==> config.mk <==
export PLATFORM = sky130hd
export DESIGN_NAME = oaoc_ctrl
export DESIGN_NICKNAME = d
export VERILOG_FILES = /design/src/common/oaoc_pkg.sv /design/src/core/oaoc_ctrl.sv
export SDC_FILE = /design/constraint.sdc
export NUM_CORES = 1
export LEC_CHECK = 0
export BUFFER_PORTS_ARGS = -buffer_cell sky130_fd_sc_hd__buf_4
export CORE_MARGIN = 1.5
export CORE_UTILIZATION = 40
export CTS_BUF_LIST = sky130_fd_sc_hd__clkbuf_8
export DETAILED_ROUTE_END_ITERATION = 16
export GPL_ROUTABILITY_DRIVEN = 0
export SYNTH_ARGS = -nofsm -noshare
export SYNTH_HDL_FRONTEND = slang
export SYNTH_SLANG_ARGS = --single-unit
==> constraint.sdc <==
create_clock -name mclk -period 3.3 [get_ports mclk]
set_clock_uncertainty 0.2 [all_clocks]
set_input_delay 0.99 -clock mclk [delete_from_list [all_inputs] [get_ports mclk]]
set_output_delay 0.99 -clock mclk [all_outputs]
set_load 0.05 [all_outputs]
==> src/common/oaoc_pkg.sv <==
package oaoc_pkg;

   // register byte addresses
   localparam logic [11:0] OAOC_CSR_ADDR   = 12'h000;
   localparam logic [11:0] OAOC_RES_ADDR   = 12'h004;
   localparam logic [11:0] OAOC_STAT_ADDR  = 12'h008;
   localparam logic [11:0] OAOC_MASK_ADDR  = 12'h00C;

   // control/status field positions
   localparam int OAOC_DONE_BIT  = 7;
   localparam int OAOC_REQ_BIT   = 6;
   localparam int OAOC_AVG_BIT   = 5;
   localparam int OAOC_ON_BIT    = 4;
   localparam int OAOC_GAIN_BIT  = 3;

   localparam logic [7:0] OAOC_CSR_RESET = 8'h00;
   localparam logic [7:0] OAOC_CSR_WMASK = 8'h78;

   // event bits in status and mask registers
   localparam int OAOC_EV_DONE  = 0;
   localparam int OAOC_EV_NUM   = 1;

   localparam int OAOC_AVG_COUNT  = 16;
   localparam int OAOC_CYC_CYCLES = 64;
   localparam int OAOC_TRIM_W     = 6;

   typedef enum logic [1:0] {
      OAOC_IDLE = 2'b00,
      OAOC_RUN  = 2'b01,
      OAOC_HOLD = 2'b10
   } oaoc_state_t;

   typedef struct packed {
      logic       power;
      logic       highGain;
      logic       compActive;
      logic       outEn;
      logic       trimValid;
      logic [OAOC_TRIM_W-1:0] trim;
   } oaoc_amp_t;

endpackage : oaoc_pkg

==> src/core/oaoc_ctrl.sv <==
// Summary of operation
// - setting request starts an offset compensation cycle
// - hardware sets done flag when cycle ends
// - correction held only while request stays high
// - average select averages sixteen calculations
// - amplifier on connects input and output pins
// - amplifier off leaves output high impedance
// - input pins stay readable as digital inputs
// - done flag read-only bit 7, zero otherwise
// - request bit 6, average bit 5, writable
// - amplifier on bit 4, register resets zero
//
// The implementer's own choices: the register addresses and the APB interface to the registers.
module oaoc_ctrl
   import oaoc_pkg::*;
#(
   parameter int CYC_CYCLES = OAOC_CYC_CYCLES,
   parameter int AVG_COUNT  = OAOC_AVG_COUNT
) (
   // clock and reset
   input  wire logic               mclk,
   input  wire logic               rst,
   // apb slave
   input  wire logic               psel,
   input  wire logic               penable,
   input  wire logic               pwrite,
   input  wire logic [11:0]        paddr,
   input  wire logic [31:0]        pwdata,
   output logic                    pready,
   output logic                    pslverr,
   output logic [31:0]             prdata,
   // analog core
   input  wire logic [OAOC_TRIM_W-1:0] calcTrim,
   input  wire logic [1:0]         padIn,
   output oaoc_amp_t               amp,
   output logic                    ampOutOe,
   output logic [1:0]              padDigital,
   // interrupt
   output logic                    irq
);

   localparam int CNT_W = $clog2(CYC_CYCLES * AVG_COUNT + 1);
   localparam int SUM_W = OAOC_TRIM_W + 4;

   typedef struct packed {
      oaoc_state_t              state;
      logic [7:0]               csr;
      logic [CNT_W-1:0]         cnt;
      logic [4:0]               passes;
      logic                     avg;
      logic [SUM_W-1:0]         sum;
      logic [OAOC_TRIM_W-1:0]   trim;
      logic [OAOC_EV_NUM-1:0]   stat;
      logic [OAOC_EV_NUM-1:0]   mask;
      logic                     pready;
      logic                     pslverr;
      logic [31:0]              prdata;
      oaoc_amp_t                amp;
      logic                     ampOutOe;
      logic [1:0]               padDigital;
      logic                     irq;
   } oaoc_regs_t;

   oaoc_regs_t s_r;
   oaoc_regs_t s_nxt;

   function automatic logic hit(input logic [11:0] a, input logic [11:0] r);
      hit = (a == r);
   endfunction : hit

   // register selected by an address
   typedef enum logic [2:0] {
      OAOC_SEL_CSR  = 3'b000,
      OAOC_SEL_RES  = 3'b001,
      OAOC_SEL_STAT = 3'b010,
      OAOC_SEL_MASK = 3'b011,
      OAOC_SEL_NONE = 3'b100
   } oaoc_sel_t;

   function automatic oaoc_sel_t decode(input logic [11:0] a);
      oaoc_sel_t sel;
      sel = OAOC_SEL_NONE;
      if (hit(a, OAOC_CSR_ADDR)) begin
         sel = OAOC_SEL_CSR;
      end
      if (hit(a, OAOC_RES_ADDR)) begin
         sel = OAOC_SEL_RES;
      end
      if (hit(a, OAOC_STAT_ADDR)) begin
         sel = OAOC_SEL_STAT;
      end
      if (hit(a, OAOC_MASK_ADDR)) begin
         sel = OAOC_SEL_MASK;
      end
      decode = sel;
   endfunction : decode

   // request bit of the control/status byte
   function automatic logic req_set(input logic [7:0] c);
      req_set = c[OAOC_REQ_BIT];
   endfunction : req_set

   // merge a software write into the control/status byte
   function automatic logic [7:0] csr_merge(
      input logic [7:0] cur,
      input logic [7:0] wr
   );
      logic [7:0] keep;
      logic [7:0] take;
      keep      = cur & ~OAOC_CSR_WMASK;
      take      = wr & OAOC_CSR_WMASK;
      csr_merge = keep | take;
   endfunction : csr_merge

   // number of calculations in one compensation cycle
   function automatic logic [4:0] pass_count(input logic avgSel);
      logic [4:0] n;
      if (avgSel) begin
         n = 5'(AVG_COUNT);
      end else begin
         n = 5'h01;
      end
      pass_count = n;
   endfunction : pass_count

   // correction: mean of the accumulated sum, or the single calculation
   function automatic logic [OAOC_TRIM_W-1:0] trim_result(
      input logic                   avgSel,
      input logic [SUM_W-1:0]       sum,
      input logic [OAOC_TRIM_W-1:0] last
   );
      logic [OAOC_TRIM_W-1:0] r;
      if (avgSel) begin
         r = sum[SUM_W-1:4];
      end else begin
         r = last;
      end
      trim_result = r;
   endfunction : trim_result

   // sticky event bits: a pending event wins over a read-clear
   function automatic logic [OAOC_EV_NUM-1:0] stat_update(
      input logic [OAOC_EV_NUM-1:0] cur,
      input logic                   clr,
      input logic [OAOC_EV_NUM-1:0] ev
   );
      logic [OAOC_EV_NUM-1:0] r;
      r           = clr ? '0 : cur;
      stat_update = r | ev;
   endfunction : stat_update

   // level interrupt while an unmasked event is pending
   function automatic logic irq_level(
      input logic [OAOC_EV_NUM-1:0] st,
      input logic [OAOC_EV_NUM-1:0] mk
   );
      irq_level = |(st & mk);
   endfunction : irq_level

   // drive of the analog core, taken from the next state
   function automatic oaoc_amp_t amp_drive(
      input oaoc_state_t            st,
      input logic [7:0]             c,
      input logic [OAOC_TRIM_W-1:0] t
   );
      oaoc_amp_t a;
      a.power      = c[OAOC_ON_BIT];
      a.highGain   = c[OAOC_GAIN_BIT];
      a.compActive = (st == OAOC_RUN);
      a.outEn      = c[OAOC_ON_BIT];
      a.trimValid  = (st == OAOC_HOLD);
      a.trim       = t;
      amp_drive    = a;
   endfunction : amp_drive

   logic                   access;
   logic                   doneEv;
   logic                   passEnd;
   logic                   statClr;
   logic [OAOC_EV_NUM-1:0] evVec;
   oaoc_sel_t              sel;
   logic [CNT_W-1:0]       cycLen;

   always_comb begin
      access = psel && penable && !s_r.pready;
      doneEv = 1'b0;
      passEnd = 1'b0;
      statClr = 1'b0;
      evVec  = '0;
      sel    = OAOC_SEL_NONE;
      cycLen = CNT_W'(CYC_CYCLES);
      s_nxt  = s_r;
      s_nxt.pready  = 1'b0;
      s_nxt.pslverr = 1'b0;

      // compensation sequencer
      case (s_r.state)
         OAOC_IDLE: begin
            if (req_set(s_r.csr)) begin
               s_nxt.state  = OAOC_RUN;
               s_nxt.cnt    = cycLen;
               s_nxt.avg    = s_r.csr[OAOC_AVG_BIT];
               s_nxt.passes = pass_count(s_r.csr[OAOC_AVG_BIT]);
               s_nxt.sum    = '0;
            end
         end
         OAOC_RUN: begin
            if (!req_set(s_r.csr)) begin
               // abort: nothing of this cycle is kept
               s_nxt.state = OAOC_IDLE;
               s_nxt.sum   = '0;
            end else if (s_r.cnt > CNT_W'(1)) begin
               s_nxt.cnt = s_r.cnt - CNT_W'(1);
            end else begin
               passEnd = 1'b1;
            end
         end
         OAOC_HOLD: begin
            if (!req_set(s_r.csr)) begin
               // a new cycle needs the request to be set again
               s_nxt.state = OAOC_IDLE;
               s_nxt.trim  = '0;
            end
         end
         default: begin
            s_nxt.state = OAOC_IDLE;
         end
      endcase

      // one calculation finished: accumulate it
      if (passEnd) begin
         s_nxt.sum    = s_r.sum + SUM_W'(calcTrim);
         s_nxt.passes = s_r.passes - 5'h01;
         s_nxt.cnt    = cycLen;
         if (s_r.passes == 5'h01) begin
            s_nxt.state = OAOC_HOLD;
            doneEv      = 1'b1;
            s_nxt.trim  = trim_result(s_r.avg, s_nxt.sum, calcTrim);
         end
      end

      // register access
      sel = decode(paddr);
      if (access) begin
         s_nxt.pready = 1'b1;
         s_nxt.prdata = '0;
         case (sel)
            OAOC_SEL_CSR: begin
               if (pwrite) begin
                  s_nxt.csr = csr_merge(s_nxt.csr, pwdata[7:0]);
               end else begin
                  s_nxt.prdata = {24'h000000, s_r.csr};
               end
            end
            OAOC_SEL_RES: begin
               if (!pwrite) begin
                  s_nxt.prdata = 32'(s_r.trim);
               end
            end
            OAOC_SEL_STAT: begin
               if (!pwrite) begin
                  s_nxt.prdata = 32'(s_r.stat);
                  statClr      = 1'b1;
               end
            end
            OAOC_SEL_MASK: begin
               if (pwrite) begin
                  s_nxt.mask = pwdata[OAOC_EV_NUM-1:0];
               end else begin
                  s_nxt.prdata = 32'(s_r.mask);
               end
            end
            default: begin
               s_nxt.pslverr = 1'b1;
            end
         endcase
      end

      // done reads zero once the request is gone
      s_nxt.csr[OAOC_DONE_BIT] = (s_nxt.state == OAOC_HOLD) &&
                                 req_set(s_nxt.csr);

      evVec[OAOC_EV_DONE] = doneEv;
      s_nxt.stat = stat_update(s_r.stat, statClr, evVec);
      s_nxt.irq  = irq_level(s_nxt.stat, s_nxt.mask);

      // analog side drive
      s_nxt.amp      = amp_drive(s_nxt.state, s_nxt.csr, s_nxt.trim);
      s_nxt.ampOutOe = s_nxt.csr[OAOC_ON_BIT];
      s_nxt.padDigital     = padIn;
   end

   always_ff @(posedge mclk or posedge rst) begin
      if (rst) begin
         s_r     <= '0;
         s_r.csr <= OAOC_CSR_RESET;
      end else begin
         s_r <= s_nxt;
      end
   end

   assign pready     = s_r.pready;
   assign pslverr    = s_r.pslverr;
   assign prdata     = s_r.prdata;
   assign amp        = s_r.amp;
   assign ampOutOe   = s_r.ampOutOe;
   assign padDigital = s_r.padDigital;
   assign irq        = s_r.irq;

endmodule : oaoc_ctrl

# After elaboration in Yosys (flattened, before gate mapping)
# Cells that the tools add are included.
# Widths: inputs -> output; s select.
word_totals:
  register_bits: 86
  word_cells: 102
  out_inout_bits: 49
op_classes:
  n_mux: 44
  reduce_logical: 17
  add_sub_neg: 3
  n_eq_ne: 15
  n_bitwise: 3
  n_lt_le_gt_ge: 1
ops:
  columns: ["cell", "n"]
  rows:
  - ["$pmux 32 s4", 1]
  - ["$mux 6", 6]
  - ["$mux 35", 1]
  - ["$mux 16", 2]
  - ["$mux 27", 1]
  - ["$eq 12x4->1 const B", 2]
  - ["$mux 11", 2]
  - ["$pmux 11 s2", 1]
  - ["$mux 7", 3]
  - ["$pmux 10 s2", 1]
  - ["$mux 1", 14]
  - ["$eq 12x3->1 const B", 1]
  - ["$logic_not 12->1", 1]
  - ["$mux 3", 4]
  - ["$ne 3x3->1 const B", 4]
  - ["$gt 11x1->1 const B", 1]
  - ["$sub 11x1->11 const B", 1]
  - ["$add 10x6->10", 1]
  - ["$mux 10", 1]
  - ["$mux 2", 4]
  - ["$mux 8", 1]
  - ["$or 3x7->7", 1]
  - ["$eq 3x2->1 const B", 2]
  - ["$reduce_and 3->1", 2]
  - ["other kinds (19)", 25]

# Logic depth before layout (Yosys ltp)
logic_depth:
  word_depth: 11
  ltp_mapped: 8
  ltp_nobuf: 8

# Worst setup path after synthesis
# OpenSTA, ideal clock, no wires.
synth_timing:
  path_kind: "input to register"
  startpoint: "input calcTrim[0]"
  endpoint: "register s_r[65] in the netlist's numbering"
  cell_stages: 8
  t_arrival_ns: 2.498
  n_path_buf: 0
  slack_ns: 0.520
  cell_sequence: "ha_1 -> inv_1 -> fa_1 -> nand2b_1 -> a21oi_1 -> o31ai_1 -> or3_1 -> o21ai_0"
synth_between:
  elab_chain_cells: 2
synth_rtl:
  columns: ["item", "line", "source"]
  rows:
  - ["from (decl)", "oaoc_ctrl.sv:33", "input wire logic [OAOC_TRIM_W-1:0] calcTrim,"]
  - ["$add 10x6->10", "oaoc_ctrl.sv:232", "s_nxt.sum = s_r.sum + SUM_W'(calcTrim);"]
  - ["$mux 16", "oaoc_ctrl.sv:231", "if (passEnd) begin"]
  - ["to (signal assigned)", "oaoc_ctrl.sv:298", "s_r <= s_nxt;"]
  - ["to (decl)", "oaoc_ctrl.sv:64", "oaoc_regs_t s_r;"]
# Every way passes these cells.
# A chain may end at the register's enable or synchronous reset.

# Worst setup path after layout
# Ends and elaborated chain as after synthesis.

==> results by group <==
Critical path
  • Worst setup EP type: flop
  • Crit-path cells: buf_4 > ha_1 > inv_1 > fa_1 > nand2b_1 > a21oi_1 > o31ai_1 > or3_1 > o21ai_0
  • Crit path launch type: input port
  • CP bufs+invs: 2
  • Largest delay share family, worst path: adder cells
  • Critical-path maximum fanout: 4
  • Worst path arrival time: 2.82 ns
  • Crit Path Category: in -> reg
  • Worst Path Required: 3.35 ns
  • CP peak stage delay: 0.40 ns
  • CP max-delay cell: fa_1

Pwr
  • Leakage Power: 1.91 nW
  • Power Density: 424 nW/um^2
  • Total power: 1.68 mW
  • Net Sw Frac: 28.7%
  • Worst vdd ir: 195 uV
  • Power share of the sequential group: 43.8%
  • Clk pwr share: 38.6%
  • Int Pwr: 1.20 mW
  • Psw: 482 uW
  • Combinational Power Share: 17.6%

Timing
  • Slew Limit Headroom: 60.0%
  • Fin crit share: 83.9%
  • Worst Tran Pin Value: 0.595 ns
  • Fin. max-slew vios: 0
  • TNS Setup: 0 ns
  • Final hold vios: 0
  • Count of final setup violators: 0
  • RSZ-0062 raised after global routing: false
  • Fmax: 0.361 GHz
  • Post-layout min period: 2.77 ns

CTS
  • CTS clock-pin slew for the worst setup and hold paths: 0.06 ns
  • # H-tree levels: 3
  • CTS tree: built
  • Root buffer cell: clkbuf_8
  • Setup Buffers After CTS: 0
  • Skew-Pair Late Insertion Delay: 0.33 ns
  • Clock sink total: 57
  • CTS Buffer Depth: 2
  • Hold-fix buffers, CTS: 0
  • Post-CTS sizing: 0
  • CTS Buf Count: 9

Drt
  • Initial drt markers: 119
  • Drt total wl: 7.08 mm
  • Via Count: 2,663
  • Number of routed nets with antenna violations: 0
  • WL/cell: 13.5 um
  • DRC violations left: 0
  • DR pass1 iterations: 4
  • Via/cell ratio: 5.07

Global route
  • Number of global-route vias before repair: 2,584
  • Antenna violations before repair: 0
  • Largest net degree at the start of global routing: 34
  • Total gr overflow: 0
  • GRT Util Overall: 16.3%
  • First-pass GRT wire length: 11.6 mm

Synthesis
  • Synth Instances: 378
  • Count leader, synth: dfrtp_1
  • Yosys reg bits: 57
  • Ys async rst share: 100%
  • Cell accounting for the most synthesized area: dfrtp_1
  • Primary FF master, synth: dfrtp_1
  • Mapped Area: 3470 sq um
  • Area share of the largest cell type after synthesis: 41.1%
  • Largest cells by area after synthesis: dfrtp_1 41%, buf_4 9.9%, ha_1 5.0%
  • Synth cell types: 50
  • Synth warn: 0
  • Syn Area/Cell: 9.19 sq um
  • Seq/Total Area, Yosys: 41.1%
  • Post-synth EDFFs: 0
  • Top cells by count, synth: 57 x dfrtp_1, 46 x buf_4, 42 x nand2_1

Place
  • Placed cells: 510
  • IO buf count: 54
  • HPWL Detailed: 5.45 mm

Final layout
  • Final #Nets: 488
  • Area Overhead vs Synth: 13.9%
  • Layout cells sized above 1: 21.4%
  • Fin cells: 525
  • # diodes: 0

Outcome
  • Status: finished clean

Worst hold path
  • HP Class: reg -> reg

Floorplan
  • Initial Util: 41.8%
  • Die X: 96.2 um
  • Io pins: 106
  • Site Rows: 33
  • Core region area: 8300 sq um
  • Die Y: 96.2 um
  • Die Area: 9250 sq um

Run
  • Number of max-cap violations: 0
==> flip-flops by register name, indices dropped and copies added, names as in the netlist <==
name        flops
pready          1
pslverr         1
prdata          8
s_r            36
amp             8
irq             1
padDigital      2
==> power by group through the flow <==
stage | registers (mW) | clock network, mW | logic, mW
after global placement | 0.746 | 0 | 0.292
after detailed placement | 0.747 | 0 | 0.296
final | 0.735 | 0.647 | 0.296
after global routing | 0.737 | 0.702 | 0.331
after floorplan | 0.747 | 0 | 0.241
after CTS | 0.734 | 0.668 | 0.297
==> worst paths after layout <==
path | startpoint | endpoint | slack, ns | depth (start not counted)
setup reg to reg | s_r[78] | irq | 0.84 | 5
min in group asynchronous | rst | padDigital[1] | 0.51 | 2
hold reg to reg | s_r[91] | prdata[7] | 0.27 | 2
max in group asynchronous | rst | s_r[58] | 1.82 | 3
hold / removal | s_r[91] | prdata[7] | 0.27 | 2
setup / recovery | calcTrim[0] | s_r[65] | 0.53 | 9
==> area by class of cell <==
class | instances | area, sq um
inverter | 18 | 67.6
timing repair buffer | 58 | 448
sequential | 57 | 1430
fill | 798 | 4340
clock inverter | 4 | 43.8
multi-input combinational | 272 | 1690
tap | 105 | 131
clock buffer | 11 | 151
==> cells by family (layout without fill, tap and decap cells) <==
family | after synthesis | in the layout | synth area share [%]
AOI/OAI and AO/OA | 83 | 83 | 14.6
xor gates and xnor gates | 9 | 9 | 2.27
adders and majority gates | 15 | 15 | 5.62
buffers and inverters | 72 | 91 | 12.8
DFF | 57 | 57 | 41.1
muxes | 14 | 14 | 4.36
other | 1 | 24 | 0.108
and+or+nand+nor | 127 | 127 | 19.2
==> worst register-to-register path, delay by kind of cell, from the launching register on <==
kind	cells	cell delay (ns)
AOI/OAI and AO/OA	1	0.25
DFF	1	0.44
and+or+nand+nor	4	1.48
==> cell usage in the layout, fill, tap and decap left out, types with 7 or more instances in the layout <==
cell,count
dfrtp_1,57
buf_4,57
nand2_1,42
o21ai_0,32
conb_1,24
nor2_1,19
a21oi_1,19
inv_1,18
nand3_1,14
ha_1,14
nor3_1,13
clkbuf_8,11
mux2_2,9
nand2b_1,7
==> routing by layer <==
metal	part of all wire [%]	track usage, %
met5	0	0
met4	1.9	8.58
met3	6.1	2.53
met2	47	28.0
met1	45	19.6
==> per-stage QoR <==
stage	area [sq um]	hold WS (ns)	setup slack, ns	util, %
global placement	3760	0.258	0.204	45.3
finish	3960	0.269	0.531	47.7
detailed placement	3760	0.270	0.187	45.3
CTS	3960	0.277	0.538	47.7
global route	3960	0.308	0.379	47.7
floorplan	3560	0.240	0.520	-
Note: power is estimated with default switching activity, not from simulation.
